$ cat src/rtl/usart_pkg.sv
// Shared constants and carrier types for the serial clock and frame unit.
// Assumes a 32-bit Avalon-MM register bus with byte addresses.
package usart_pkg;

    ////////////////////////////////////////////////////////////////////////
    // Register map (byte offsets)
    localparam logic [4:0] OFS_CTRL      = 5'h00;
    localparam logic [4:0] OFS_BAUD_LOW  = 5'h04;
    localparam logic [4:0] OFS_BAUD_HIGH = 5'h08;
    localparam logic [4:0] OFS_DATA      = 5'h0C;
    localparam logic [4:0] OFS_STATUS    = 5'h10;

    // Control register field positions
    localparam int CTL_POWER_OFF = 0;
    localparam int CTL_TX_EN     = 1;
    localparam int CTL_RX_EN     = 2;
    localparam int CTL_SYNC      = 3;
    localparam int CTL_DOUBLE    = 4;
    localparam int CTL_PIN_DIR   = 5;
    localparam int CTL_POLARITY  = 6;
    localparam int CTL_STOP2     = 7;
    localparam int CTL_CSZ_LO    = 8;
    localparam int CTL_PAR_LO    = 11;
    localparam int CTL_WIDTH     = 13;
    localparam logic [12:0] CTRL_RESET = 13'h0001;

    // Status register field positions
    localparam int ST_TX_EMPTY = 0;
    localparam int ST_TX_DONE  = 1;
    localparam int ST_RX_AVAIL = 2;
    localparam int ST_OVERRUN  = 3;
    localparam int ST_FERR     = 4;
    localparam int ST_PERR     = 5;
    localparam int ST_TX_BUSY  = 6;

    // Data register read layout: data [8:0], frame error 9, parity error 10
    localparam int DAT_FERR = 9;
    localparam int DAT_PERR = 10;

    ////////////////////////////////////////////////////////////////////////
    // Divider and sampling figures
    localparam int BAUD_WIDTH    = 12;
    localparam int DIV_NORMAL    = 16;
    localparam int DIV_DOUBLE    = 8;
    localparam int DIV_MASTER    = 2;
    localparam logic [2:0] CSZ_NINE = 3'h7;
    localparam logic [1:0] PAR_EVEN = 2'h2;
    localparam logic [1:0] PAR_ODD  = 2'h3;
    localparam int RX_DEPTH = 2;

    ////////////////////////////////////////////////////////////////////////
    // Carrier types
    typedef struct packed {
        logic       stop2;
        logic [1:0] parity_mode;
        logic [2:0] char_size;
    } frame_cfg_t;

    typedef struct packed {
        logic       perr;
        logic       ferr;
        logic [8:0] data;
    } rx_entry_t;

    typedef enum {
        LINE_IDLE,
        LINE_START,
        LINE_DATA,
        LINE_PARITY,
        LINE_STOP
    } line_state_t;

endpackage

$ cat src/rtl/usart_core.sv
// Serial unit: baud generator, clock modes, frame transmit and receive.
// Assumes a synchronous Avalon-MM master and pins synchronous to core_clk,
// except the transfer clock input, which is resynchronised here.
//
// Functional notes
// - Four clock modes: async normal, async double, sync master, sync slave.
// - In sync mode the clock pin direction picks master or slave.
// - Transfer clock pin is unused in asynchronous modes.
// - Baud down-counter reloads at zero and on divisor low byte write.
// - One baud tick per counter zero, rate clock over divisor plus one.
// - Transmitter divides the tick by 16, 8 or 2 by mode.
// - Receiver runs 2, 8 or 16 tick states per bit by mode.
// - Baud divisor is 12 bits from a high and a low byte.
// - Double speed acts only in asynchronous operation.
// - Double speed receiver uses 8 ticks per bit, not 16.
// - External clock passes a synchroniser and edge detector, two cycles.
// - Sync data changes on one clock edge, sampled on the other.
// - All 30 frame formats of size, parity and stop bits accepted.
// - Low start bit, data LSB first, parity, then high stop bits.
// - Frames may follow back to back, else the line idles high.
// - Transmitter and receiver share one frame format setting.
// - Size, parity mode and stop select fields shape the frame.
// - Receiver checks only the first stop bit for frame error.
// - Single transmit buffer ahead of the shift register.
// - Receiver has parity check, shifter, two-level buffer, error flags.
// - Parity is xor of data bits, inverted for odd.
// - Character size value 7 selects nine data bits.
//
// Design decisions made here: the placing of the registers and the Avalon-MM register port.
`timescale 1ns/1ps
module usart_core
    import usart_pkg::*;
(
    // Clock and reset
    input  wire logic        core_clk,
    input  wire logic        reset,
    // Avalon-MM slave
    input  wire logic [4:0]  avs_address,
    input  wire logic        avs_read,
    input  wire logic        avs_write,
    input  wire logic [3:0]  avs_byteenable,
    input  wire logic [31:0] avs_writedata,
    output logic      [31:0] avs_readdata,
    output logic             avs_waitrequest,
    // Serial pins
    output logic             serial_tx_pin,
    input  wire logic        serial_rx_pin,
    // Transfer clock pin, three signals
    input  wire logic        xfer_clk_pin_in,
    output logic             xfer_clk_pin_out,
    output logic             xfer_clk_pin_oe_n
);

    ////////////////////////////////////////////////////////////////////////
    // Registers and bus decode
    logic [CTL_WIDTH-1:0]  ctrl;
    logic [BAUD_WIDTH-1:0] baud_divisor;
    logic                  bus_ack;
    logic                  tx_done;
    logic                  overrun;

    wire bus_req      = avs_read | avs_write;
    wire wr_go        = avs_write & bus_ack;
    wire rd_go        = avs_read & bus_ack;
    wire lane0        = avs_byteenable[0];
    wire lane1        = avs_byteenable[1];
    wire hit_ctrl     = avs_address == OFS_CTRL;
    wire hit_low      = avs_address == OFS_BAUD_LOW;
    wire hit_high     = avs_address == OFS_BAUD_HIGH;
    wire hit_data     = avs_address == OFS_DATA;
    wire hit_status   = avs_address == OFS_STATUS;
    wire wr_low       = wr_go & hit_low & lane0;
    wire wr_high      = wr_go & hit_high & lane0;
    wire wr_data      = wr_go & hit_data & lane0;
    wire wr_status    = wr_go & hit_status & lane0;
    wire rd_data      = rd_go & hit_data;

    // Every access waits exactly one cycle, giving readdata a register
    assign avs_waitrequest = bus_req & ~bus_ack;

    always_ff @(posedge core_clk) begin
        if (reset)
            bus_ack <= 1'b0;
        else
            bus_ack <= bus_req & ~bus_ack;
    end

    // Control and divisor storage, per byte lane
    always_ff @(posedge core_clk) begin
        if (reset) begin
            ctrl         <= CTRL_RESET;
            baud_divisor <= '0;
        end else begin
            if (wr_go && hit_ctrl && lane0)
                ctrl[7:0] <= avs_writedata[7:0];
            if (wr_go && hit_ctrl && lane1)
                ctrl[CTL_WIDTH-1:8] <= avs_writedata[CTL_WIDTH-1:8];
            if (wr_low)
                baud_divisor[7:0] <= avs_writedata[7:0];
            if (wr_high)
                baud_divisor[BAUD_WIDTH-1:8] <= avs_writedata[3:0];
        end
    end

    ////////////////////////////////////////////////////////////////////////
    // Mode decode
    wire powered   = ~ctrl[CTL_POWER_OFF];
    wire tx_on     = powered & ctrl[CTL_TX_EN];
    wire rx_on     = powered & ctrl[CTL_RX_EN];
    wire sync_mode = ctrl[CTL_SYNC];
    wire master    = sync_mode & ctrl[CTL_PIN_DIR];
    wire slave     = sync_mode & ~ctrl[CTL_PIN_DIR];
    wire dbl       = ~sync_mode & ctrl[CTL_DOUBLE];
    wire polarity  = ctrl[CTL_POLARITY];
    // One format shared by both directions; no guard against mid-frame edits
    frame_cfg_t cfg;
    assign cfg.stop2       = ctrl[CTL_STOP2];
    assign cfg.parity_mode = ctrl[CTL_PAR_LO +: 2];
    assign cfg.char_size   = ctrl[CTL_CSZ_LO +: 3];

    // Data bit count: 0..3 give 5..8, 7 gives 9, reserved codes give 8
    wire [3:0] nbits = (cfg.char_size == CSZ_NINE) ? 4'h9 :
                       cfg.char_size[2] ? 4'h8 :
                       4'h5 + {2'b00, cfg.char_size[1:0]};
    wire par_on  = cfg.parity_mode[1];
    wire par_odd = cfg.parity_mode == PAR_ODD;
    wire [8:0] data_mask = 9'h1FF >> (4'h9 - nbits);

    ////////////////////////////////////////////////////////////////////////
    // Baud generator
    logic [BAUD_WIDTH-1:0] baud_cnt;
    wire baud_tick = powered & (baud_cnt == '0);

    // Reload on zero and on low byte write
    always_ff @(posedge core_clk) begin
        if (reset)
            baud_cnt <= '0;
        else if (wr_low)
            baud_cnt <= {baud_divisor[BAUD_WIDTH-1:8],
                         avs_writedata[7:0]};
        else if (baud_cnt == '0)
            baud_cnt <= baud_divisor;
        else
            baud_cnt <= baud_cnt - 1'b1;
    end

    ////////////////////////////////////////////////////////////////////////
    // Transfer clock: master output and slave synchroniser
    logic xck_int;
    logic xck_meta;
    logic xck_sync;
    logic xck_prev;

    // Master toggles per tick, so a full period is two ticks
    always_ff @(posedge core_clk) begin
        if (reset)
            xck_int <= 1'b0;
        else if (!master)
            xck_int <= polarity;
        else if (baud_tick)
            xck_int <= ~xck_int;
    end

    // Two stages then edge compare; the edge is two cycles late
    always_ff @(posedge core_clk) begin
        if (reset) begin
            xck_meta <= 1'b0;
            xck_sync <= 1'b0;
            xck_prev <= 1'b0;
        end else begin
            xck_meta <= xfer_clk_pin_in;
            xck_sync <= xck_meta;
            xck_prev <= xck_sync;
        end
    end

    wire ext_rise = slave & xck_sync & ~xck_prev;
    wire ext_fall = slave & ~xck_sync & xck_prev;
    // Pin driven only in master mode, tri-stated otherwise
    assign xfer_clk_pin_out  = xck_int;
    assign xfer_clk_pin_oe_n = ~(master & powered);

    // Change and sample edges, swapped by polarity
    wire m_rise = baud_tick & (xck_int == 1'b0);
    wire m_fall = baud_tick & (xck_int == 1'b1);
    wire any_rise = master ? m_rise : ext_rise;
    wire any_fall = master ? m_fall : ext_fall;
    wire sync_change = polarity ? any_fall : any_rise;
    wire sync_sample = polarity ? any_rise : any_fall;

    ////////////////////////////////////////////////////////////////////////
    // Transmit bit pacing
    logic [3:0] tx_pre;
    wire [3:0] tx_div_last = dbl ? 4'(DIV_DOUBLE - 1) : 4'(DIV_NORMAL - 1);
    wire tx_step = sync_mode ? sync_change
                             : baud_tick & (tx_pre == '0);

    always_ff @(posedge core_clk) begin
        if (reset)
            tx_pre <= '0;
        else if (baud_tick)
            tx_pre <= (tx_pre == '0) ? tx_div_last : tx_pre - 1'b1;
    end

    ////////////////////////////////////////////////////////////////////////
    // Transmitter: one buffer word ahead of the shifter
    line_state_t tx_state;
    logic [8:0]  tx_buf;
    logic        tx_buf_full;
    logic [8:0]  tx_shift;
    logic [3:0]  tx_bits;
    logic        tx_par;
    logic        tx_stop_left;

    wire tx_load = tx_step & tx_buf_full & tx_on &
                   (tx_state == LINE_IDLE ||
                    (tx_state == LINE_STOP && !tx_stop_left));
    wire tx_frame_end = tx_step & tx_state == LINE_STOP & ~tx_stop_left;

    // Buffer fill from bus, drain into shifter
    always_ff @(posedge core_clk) begin
        if (reset) begin
            tx_buf      <= '0;
            tx_buf_full <= 1'b0;
        end else if (wr_data && !tx_buf_full) begin
            tx_buf      <= avs_writedata[8:0];
            tx_buf_full <= 1'b1;
        end else if (tx_load) begin
            tx_buf_full <= 1'b0;
        end
    end

    // Frame sequencer
    always_ff @(posedge core_clk) begin
        if (reset || !tx_on) begin
            tx_state      <= LINE_IDLE;
            serial_tx_pin <= 1'b1;
            tx_shift      <= '0;
            tx_bits       <= '0;
            tx_par        <= 1'b0;
            tx_stop_left  <= 1'b0;
        end else if (tx_load) begin
            tx_state      <= LINE_START;
            serial_tx_pin <= 1'b0;
            tx_shift      <= tx_buf & data_mask;
            tx_bits       <= nbits;
            tx_par        <= ^(tx_buf & data_mask) ^ par_odd;
        end else if (tx_step) begin
            unique case (tx_state)
                LINE_IDLE: begin
                    serial_tx_pin <= 1'b1;
                end
                LINE_START, LINE_DATA: begin
                    if (tx_bits != '0) begin
                        tx_state      <= LINE_DATA;
                        serial_tx_pin <= tx_shift[0];
                        tx_shift      <= tx_shift >> 1;
                        tx_bits       <= tx_bits - 1'b1;
                    end else if (par_on) begin
                        tx_state      <= LINE_PARITY;
                        serial_tx_pin <= tx_par;
                    end else begin
                        tx_state      <= LINE_STOP;
                        serial_tx_pin <= 1'b1;
                        tx_stop_left  <= cfg.stop2;
                    end
                end
                LINE_PARITY: begin
                    tx_state      <= LINE_STOP;
                    serial_tx_pin <= 1'b1;
                    tx_stop_left  <= cfg.stop2;
                end
                LINE_STOP: begin
                    serial_tx_pin <= 1'b1;
                    if (tx_stop_left)
                        tx_stop_left <= 1'b0;
                    else
                        tx_state <= LINE_IDLE;
                end
            endcase
        end
    end

    ////////////////////////////////////////////////////////////////////////
    // Receive sample pacing
    logic [3:0] rx_phase;
    wire [3:0] rx_last = tx_div_last;
    wire [3:0] rx_mid  = rx_last >> 1;
    line_state_t rx_state;
    wire rx_hunt = ~sync_mode & rx_state == LINE_IDLE &
                   baud_tick & ~serial_rx_pin;
    // Async samples mid-bit; sync samples on the clock's sample edge
    wire rx_samp = sync_mode ? sync_sample
                             : baud_tick & (rx_phase == rx_mid);

    always_ff @(posedge core_clk) begin
        if (reset || rx_hunt)
            rx_phase <= '0;
        else if (baud_tick)
            rx_phase <= (rx_phase == rx_last) ? '0 : rx_phase + 1'b1;
    end

    ////////////////////////////////////////////////////////////////////////
    // Receiver shifter and checks
    logic [8:0] rx_shift;
    logic [3:0] rx_bits;
    logic       rx_perr;
    logic       rx_push;
    rx_entry_t  rx_new;

    wire [8:0] rx_aligned = rx_shift >> (4'h9 - nbits);
    wire rx_par_exp = ^rx_aligned ^ par_odd;

    always_ff @(posedge core_clk) begin
        if (reset || !rx_on) begin
            rx_state <= LINE_IDLE;
            rx_shift <= '0;
            rx_bits  <= '0;
            rx_perr  <= 1'b0;
            rx_push  <= 1'b0;
            rx_new   <= '0;
        end else begin
            rx_push <= 1'b0;
            unique case (rx_state)
                LINE_IDLE: begin
                    if (rx_hunt)
                        rx_state <= LINE_START;
                    else if (sync_mode && rx_samp && !serial_rx_pin)
                        rx_state <= LINE_DATA;
                    rx_bits <= nbits;
                    rx_perr <= 1'b0;
                end
                LINE_START: begin
                    // False start rejected if line rose by mid-bit
                    if (rx_samp)
                        rx_state <= serial_rx_pin ? LINE_IDLE : LINE_DATA;
                end
                LINE_DATA: begin
                    if (rx_samp) begin
                        rx_shift <= {serial_rx_pin, rx_shift[8:1]};
                        rx_bits  <= rx_bits - 1'b1;
                        if (rx_bits == 4'h1)
                            rx_state <= par_on ? LINE_PARITY : LINE_STOP;
                    end
                end
                LINE_PARITY: begin
                    if (rx_samp) begin
                        rx_perr  <= serial_rx_pin != rx_par_exp;
                        rx_state <= LINE_STOP;
                    end
                end
                LINE_STOP: begin
                    // Second stop bit never looked at
                    if (rx_samp) begin
                        rx_new.data <= rx_aligned;
                        rx_new.ferr <= ~serial_rx_pin;
                        rx_new.perr <= rx_perr;
                        rx_push     <= 1'b1;
                        rx_state    <= LINE_IDLE;
                    end
                end
            endcase
        end
    end

    ////////////////////////////////////////////////////////////////////////
    // Two-level receive buffer
    rx_entry_t rx_mem [RX_DEPTH];
    logic [1:0] rx_count;
    wire rx_any  = rx_count != '0;
    wire rx_pop  = rd_data & rx_any;
    wire rx_full = rx_count == 2'(RX_DEPTH);
    wire rx_store = rx_push & (~rx_full | rx_pop);
    wire [1:0] rx_slot = rx_pop ? rx_count - 1'b1 : rx_count;

    // Shift-out buffer: head is always entry 0
    always_ff @(posedge core_clk) begin
        if (reset) begin
            rx_count  <= '0;
            rx_mem[0] <= '0;
            rx_mem[1] <= '0;
        end else begin
            if (rx_pop)
                rx_mem[0] <= rx_mem[1];
            if (rx_store)
                rx_mem[rx_slot[0]] <= rx_new;
            rx_count <= rx_count + 2'(rx_store) - 2'(rx_pop);
        end
    end

    // Sticky flags: a set in the clearing cycle wins
    always_ff @(posedge core_clk) begin
        if (reset) begin
            overrun <= 1'b0;
            tx_done <= 1'b0;
        end else begin
            if (rx_push && !rx_store)
                overrun <= 1'b1;
            else if (rx_pop)
                overrun <= 1'b0;
            if (tx_frame_end && !tx_load)
                tx_done <= 1'b1;
            else if (wr_status && avs_writedata[ST_TX_DONE])
                tx_done <= 1'b0;
        end
    end

    ////////////////////////////////////////////////////////////////////////
    // Read data path
    wire [31:0] status_word = {25'h0, tx_state != LINE_IDLE,
                               rx_mem[0].perr & rx_any,
                               rx_mem[0].ferr & rx_any,
                               overrun, rx_any,
                               tx_done, ~tx_buf_full};
    wire [31:0] data_word = {21'h0, rx_mem[0].perr, rx_mem[0].ferr,
                             rx_mem[0].data};
    wire [31:0] read_mux =
        hit_ctrl   ? {19'h0, ctrl} :
        hit_low    ? {24'h0, baud_divisor[7:0]} :
        hit_high   ? {28'h0, baud_divisor[BAUD_WIDTH-1:8]} :
        hit_data   ? data_word :
        hit_status ? status_word : 32'h0000_0000;

    always_ff @(posedge core_clk) begin
        if (reset)
            avs_readdata <= '0;
        else if (avs_read && !bus_ack)
            avs_readdata <= read_mux;
    end

endmodule

$ cat config.mk
export PLATFORM = sky130hd
export DESIGN_NAME = usart_core
export DESIGN_NICKNAME = d
export VERILOG_FILES = /design/src/rtl/usart_pkg.sv /design/src/rtl/usart_core.sv
export SDC_FILE = /design/constraint.sdc
export NUM_CORES = 1
export LEC_CHECK = 0
export BUFFER_PORTS_ARGS = -buffer_cell sky130_fd_sc_hd__buf_2
export CORE_UTILIZATION = 50
export DETAILED_ROUTE_END_ITERATION = 12
export MAX_ROUTING_LAYER = met4
export PLACE_DENSITY = 0.72
export SYNTH_ARGS = -nofsm -noshare
export SYNTH_HDL_FRONTEND = slang
export SYNTH_SLANG_ARGS = --single-unit
$ cat constraint.sdc
create_clock -name core_clk -period 2.8 [get_ports core_clk]
set_input_delay 0.28 -clock core_clk [delete_from_list [all_inputs] [get_ports core_clk]]
set_output_delay 0.28 -clock core_clk [all_outputs]
set_load 0.01 [all_outputs]
==> results of run 1 <==
==> placed cells by master, fill, tap and decap left out, types with 12 or more instances in the layout <==
cell / instances
nand3_1: 19
a211oi_1: 19
conb_1: 19
nor2b_1: 14
xnor2_1: 26
a21oi_1: 57
o211ai_1: 12
nand2_1: 122
clkbuf_16: 17
and2_1: 17
mux2i_1: 47
dfxtp_1: 124
edfxtp_1: 22
buf_4: 45
buf_2: 42
o21ai_0: 40
ha_1: 12
nor2_1: 123
inv_1: 22
nor3_1: 29
==> metal layers <==
layer | track usage, % | wire length [um] | vias to the layer above
met4 | 8.96 | 363 | 0
met1 | 33.4 | 8910 | 3234
met5 | - | 0 | -
met2 | 39.0 | 9170 | 206
li1 | - | - | 3375
met3 | 5.53 | 1160 | 30
==> critical path, cell delays in order, from the launching register on <==
cell and delay, ns:
dfxtp_2 0.32, or4_4 0.54, or4_4 0.48, or3_4 0.39, or3_4 0.39, nand2_8 0.11
and2_2 0.22, nor2_1 0.06, a211oi_2 0.18
==> metrics by stage <==
| step | setup TNS [ns] | setup WS, ns | hold WS (ns) | std cells | cell area [um2] |
|---|---|---|---|---|---|
| after floorplan | -0.115 | -0.115 | 0.402 | 949 | 7920 |
| after global placement | 0 | 0.0698 | 0.438 | 1173 | 8370 |
| after detailed placement | 0 | 0.0288 | 0.440 | 1173 | 8370 |
| after CTS | 0 | 0.00454 | 0.0711 | 1205 | 9040 |
| after global routing | -0.601 | -0.0555 | 0.0887 | 1207 | 9140 |
| final | 0 | 0.0207 | 0.0746 | 1207 | 9140 |
==> cells by family after synthesis <==
group	count (synthesis)	share of synthesized area, %
and+or+nand+nor	381	22.5
adders and majority gates	15	2.37
xor gates and xnor gates	31	3.47
DFF	147	40.4
other	1	0.0479
buffers and inverters	97	5.83
muxes	58	8.60
AOI/OAI and AO/OA	201	16.7
==> state kept, by name, summed over array words and instances (netlist names), 2 cells and up <==
signal / count
rx_new: 11
avs_readdata: 13
rx_phase: 4
tx_pre: 4
rx_count: 2
rx_shift: 9
ctrl: 13
tx_state: 3
tx_bits: 4
rx_mem: 22
baud_divisor: 12
tx_buf: 9
baud_cnt: 12
rx_bits: 4
rx_state: 3
tx_shift: 9
==> Yosys cell counts (6+ instances only) <==
cell        n  area [um2]
a22oi_1     7        52.6
edfxtp_1   22         661
mux4_2      7         158
a211oi_1   20         150
xnor2_1    26         228
o21ai_0    43         215
mux2i_1    47         470
a221oi_1    7        61.3
and3_1      8        50.1
o22ai_1     6        37.5
nand2_1   123         462
inv_1      22        82.6
a31oi_1    11        68.8
nor2b_1    15        93.8
buf_4      22         165
dfxtp_1   125        2500
o211ai_1   12        90.1
nand3_1    19        95.1
clkbuf_1   46         173
nor3_1     29         145
and2_1     17         106
a211oi_2    7        87.6
or3_1       9        56.3
nor2_1    124         465
ha_1       14         175
a21oi_1    59         295
==> how the worst max path moves through the flow <==
stage | depth (start not counted) | endpoint | slack [ns]
floorplan | 16 | rx_perr | -0.11
global placement | 8 | tx_shift[7] | 0.07
detailed placement | 8 | tx_shift[7] | 0.03
CTS | 8 | tx_shift[7] | 0.005
global route | 8 | tx_shift[0] | -0.06
finish | 8 | tx_shift[0] | 0.02
==> power groups by stage <==
stage / Combinational (mW) / Clock, mW / Sequential (mW)
after floorplan: 0.549 / 0 / 2.33
after global placement: 0.749 / 0 / 2.33
after detailed placement: 0.757 / 0 / 2.34
after CTS: 0.771 / 2.61 / 2.29
after global routing: 0.878 / 2.69 / 2.31
final: 0.787 / 2.57 / 2.30
==> area by class of cell <==
cell class	count	area [um2]	share of cell area, %
multi-input combinational	706	4380	48.0
timing repair buffer	89	579	6.34
clock inverter	13	233	2.55
tap	211	264	2.89
clock buffer	19	433	4.74
inverter	22	82.6	0.903
sequential	147	3160	34.6
==> timing repair <==
item | in CTS | in global routing
pin swaps | 0 | 2
resized for setup | 1 | 18
setup endpoints to repair | 1 | 35
hold buffers | 0 | 0
setup buffers | 0 | 1
gates cloned | 0 | 1
==> impl_metrics.csv, run 1 <==
group,metric,value,unit
global_route,gr-total-overflow,0,
routing,routedWlPerCell,16.2,um
critical_path,cp-start-kind,"flip-flop",
power_and_ir_drop,p_int,4.26,mW
synthesis,ys_ff_latch,147,
routing,drt_wl_total,19.6,mm
flow_run,maxCapViolations,0,
place,hpwl,14.0,mm
sta,slew_headroom,38.2,%
floorplan,rows,45,
critical_path,crit_start,"baud_cnt[7]",
sta,finalSetupViolCount,0,
global_route,track_usage,25.5,%
finish,finish.utilization,59.9,%
finish,n_antenna_cell,0,
synthesis,synth_area,7830,um2
floorplan,die_w,127,um
hold_path,min_path_type,"input port to flip-flop",
power_and_ir_drop,switching_share,24.7,%
hold_path,min_from,"xfer_clk_pin_in",
critical_path,worstPathRequired,3.14,ns
global_route,grt_max_degree,45,
floorplan,fp.dieH,127,um
power_and_ir_drop,leakage,3.40,nW
synthesis,ys_types,70,
clock_tree,path_clk_slew,0.06,ns
synthesis,syn_area_per_cell,8.41,um2
finish,area_growth,16.7,%
floorplan,start_util,51.3,%
place,gp_congestion,0.927,
hold_path,min_to,"xck_meta",
power_and_ir_drop,combPwrFrac,13.9,%
synthesis,synth-seq-area-share,40.4,%
global_route,first_global_vias,6056,
sta,max_slew.worst_pin.slew,0.926,ns
sta,drv_slew,0,
synthesis,synthFlopType,"dfxtp_1",
synthesis,synth-edff-count,22,
routing,drc,0,
clock_tree,clock_latency,0.43,ns
sta,skew,0.00637,ns
routing,viasPerCell,5.67,
power_and_ir_drop,ir_drop,455,uV
clock_tree,cts_buffer_depth,2,
hold_path,holdPathStages,2,
power_and_ir_drop,power_frac_seq,40.6,%
critical_path,cp-end-kind,"flip-flop",
finish,layout-drive-gt1-share,16.4,%
critical_path,crit_arrival,3.12,ns
sta,rsz0062_at_grt,"true",
power_and_ir_drop,power_switching,1.40,mW
finish,nets,1044,
clock_tree,cts.sinks,147,
sta,finalHoldViolCount,0,
power_and_ir_drop,power_density,619,nW/um2
run_status,status,"completed",
routing,drtIter0Drc,529,
floorplan,core_area,15300,um2
sta,period_needed,2.78,ns
sta,fin_crit_sh,99.3,%
global_route,grt_pass1_wl,31.0,mm
routing,drt_first_pass_iters,5,
clock_tree,cts_buffers,17,
routing,ant_nets,0,
critical_path,critical_path.max_fanout,10,
clock_tree,cts_tree,"built",
clock_tree,htreeDepth,4,
critical_path,r2r-start,"baud_cnt[7]",
synthesis,yosysWarnings,0,
critical_path,ff2ff_setup_slack,0.02,ns
floorplan,die-area,16200,um2
clock_tree,cts_root_buf,"clkbuf_16",
critical_path,timing.rr.end,"tx_shift[0]",
critical_path,r2r_cells,8,
place,io_buffers,42,
power_and_ir_drop,power,5.65,mW
global_route,antenna_found_initial,0,
synthesis,postSynth.asyncResetShare,0,%
routing,vias,6845,
power_and_ir_drop,power_frac_clock,45.4,%
critical_path,path_class,"flip-flop to flip-flop",
synthesis,synth_cells,931,
sta,fmax,0.360,GHz
finish,fillers,1346,
floorplan,ioPinCount,83,
(Power assumes the default switching activity.)
==> run 2: changes to the inputs <==
--- a/config.mk
+++ b/config.mk
@@ -9,7 +9,7 @@
 export CORE_UTILIZATION = 50
 export DETAILED_ROUTE_END_ITERATION = 12
 export MAX_ROUTING_LAYER = met4
-export PLACE_DENSITY = 0.72
+export PLACE_DENSITY = 0.7
 export SYNTH_ARGS = -nofsm -noshare
 export SYNTH_HDL_FRONTEND = slang
 export SYNTH_SLANG_ARGS = --single-unit
==> constraint.sdc (replaced) <==
create_clock -name core_clk -period 2.7 [get_ports core_clk]
set_input_delay 0.27 -clock core_clk [delete_from_list [all_inputs] [get_ports core_clk]]
set_output_delay 0.27 -clock core_clk [all_outputs]
set_load 0.01 [all_outputs]
==> run 2 against run 1 <==
  * The flow now finishes with violations (negative setup slack)
  * Critical path depth is the same
  * Clock power fell by 8.9%
  * Global-route usage increased by 0.89 points
  * Sequential share of layout area decreased by 0.58 points
  * First-iteration DRC count decreased by 4.0%
  * Via count is 0.82% higher
==> impl_metrics.csv, run 2 (synthesized netlist as in run 1, its figures left out) <==
group,metric,value,unit
floorplan,rows,45,
sta,fmax,0.367,GHz
finish,fin_area,9300,um2
critical_path,slowest_stage,"or4_4",
routing,ant_nets,0,
critical_path,critPathTopFamily,"simple AND/OR/NAND/NOR gates",
floorplan,ioPinCount,83,
sta,slew_headroom,37.6,%
global_route,grt_max_degree,42,
clock_tree,cts.sinks,147,
routing,viasPerCell,5.64,
finish,largest_registers,"rx_mem: 22 flops, avs_readdata: 13 flops, ctrl: 13 flops",
power_and_ir_drop,switching_share,29.1,%
sta,max_slew.worst_pin.slew,0.934,ns
power_and_ir_drop,ir_drop,471,uV
floorplan,die_w,127,um
sta,rsz0062_at_grt,"true",
place,placed_cell_area,8540,um2
power_and_ir_drop,p_int,3.97,mW
sta,drv_slew,0,
power_and_ir_drop,combPwrFrac,15.6,%
critical_path,slowest_delay,0.54,ns
floorplan,die-area,16200,um2
finish,stdcell_count,1224,
clock_tree,cts_root_buf,"clkbuf_16",
routing,routedWlPerCell,16.5,um
clock_tree,htreeDepth,4,
clock_tree,clock_latency,0.43,ns
power_and_ir_drop,power,5.60,mW
place,gp_congestion,0.889,
sta,period_needed,2.73,ns
floorplan,start_util,51.3,%
critical_path,worstPathCellList,"or4_4, or4_4, or3_4, or3_4, buf_6, a22o_1, a22oi_1, nor2_1",
floorplan,fp.dieH,127,um
hold_path,min_path_type,"input port to flip-flop",
sta,finalHoldViolCount,0,
power_and_ir_drop,power_density,602,nW/um2
power_and_ir_drop,power_frac_clock,41.8,%
critical_path,crit_arrival,3.02,ns
critical_path,cp-start-kind,"flip-flop",
power_and_ir_drop,leakage,3.47,nW
sta,fin_crit_sh,101,%
routing,drt_wl_total,20.2,mm
critical_path,critical_path.max_fanout,3,
place,dp.cells,1187,
clock_tree,cts_buffers,17,
critical_path,crit_buf_inv,1,
finish,final_common_cell,"dfxtp_1",
global_route,first_global_vias,6304,
routing,vias,6901,
routing,drt_first_pass_iters,6,
sta,skew,0.00951,ns
power_and_ir_drop,power_switching,1.63,mW
clock_tree,cts_buffer_depth,2,
global_route,antenna_found_initial,0,
critical_path,path_class,"flip-flop to flip-flop",
finish,layout_common_cells,"123 x dfxtp_1, 121 x nand2_1, 115 x nor2_1",
global_route,track_usage,26.4,%
finish,n_antenna_cell,0,
critical_path,cp-end-kind,"flip-flop",
finish,area_growth,18.8,%
routing,drtIter0Drc,508,
finish,nets,1061,
place,hpwl,14.5,mm
clock_tree,path_clk_slew,0.07,ns
global_route,grt_pass1_wl,32.1,mm
run_status,violations,"negative setup slack",
global_route,gr-total-overflow,0,
routing,drc,0,
clock_tree,cts_tree,"built",
clock_tree,postCtsHoldBufs,0,
run_status,status,"finished with violations",
place,io_buffers,42,
floorplan,core_area,15300,um2
finish,regMostFlops,"rx_mem",
finish,layout-drive-gt1-share,19.9,%
critical_path,worstPathRequired,2.99,ns
sta,finalSetupViolCount,7,
flow_run,maxCapViolations,0,
sta,fin_ws,-0.0253,ns
power_and_ir_drop,power_frac_seq,42.6,%
finish,fillers,1336,
finish,largest_register_ffs,22,
==> run 2: cell count changes in the layout (fill, tap and decap cells not counted), moves of 3 or more <==
cell       delta
inv_8         +5
nor2_2        +3
nor2_4        +5
nor2_1        -8
clkinv_8      +3
buf_4        +16
bufinv_16     -6
==> run 2: worst paths after layout <==
kind	cells after the start	start	slack, ns	endpoint
setup reg to reg	8	baud_cnt[7]	-0.03	tx_bits[2]
setup / recovery	8	baud_cnt[7]	-0.03	tx_bits[2]
hold / removal	2	xfer_clk_pin_in	0.06	xck_meta
hold reg to reg	1	xck_meta	0.45	xck_sync
==> run 2: final cells by class <==
cell class | count | area (um2) | area share [%]
Clock buffer | 17 | 425 | 4.57
Clock inverter | 15 | 166 | 1.79
Inverter | 22 | 86.3 | 0.928
Multi-Input combinational cell | 706 | 4480 | 48.2
Tap cell | 211 | 264 | 2.84
Timing Repair Buffer | 106 | 711 | 7.64
Sequential cell | 147 | 3170 | 34.0
==> run 2: timing repair <==
item | 4_1_cts | 5_1_grt
endpoints found under the setup margin | 10 | 33
gates resized for setup | 3 | 26
pin swaps | 0 | 5
setup buffers | 0 | 5
gates cloned | 1 | 0
==> run 2: power by group through the flow <==
stage | combinational, mW | clock [mW] | sequential, mW
after CTS | 0.851 | 2.37 | 2.38
after global placement | 0.834 | 0 | 2.42
after global routing | 0.966 | 2.48 | 2.39
after floorplan | 0.578 | 0 | 2.42
final | 0.874 | 2.34 | 2.39
after detailed placement | 0.843 | 0 | 2.43
==> run 2: stage by stage <==
| stage | setup TNS (ns) | hold WS (ns) | util, % | setup WS [ns] |
|---|---|---|---|---|
| 2_1_floorplan | -0.632 | 0.392 | - | -0.215 |
| 4_1_cts | -0.0909 | 0.0433 | 60.0 | -0.0383 |
| 6_report | -0.0936 | 0.0568 | 60.9 | -0.0253 |
| 3_3_place_gp | -0.0527 | 0.444 | 56.0 | -0.0270 |
| 3_5_place_dp | -0.104 | 0.439 | 56.0 | -0.0406 |
| 5_1_grt | -1.01 | 0.0438 | 60.9 | -0.0986 |
==> run 2: routing by layer <==
metal | wire length, um | track usage [%] | vias up
met5 | 0 | - | -
met4 | 456 | 9.73 | 0
met3 | 1060 | 4.40 | 34
met2 | 9480 | 41.0 | 202
met1 | 9170 | 34.7 | 3269
li1 | - | - | 3396
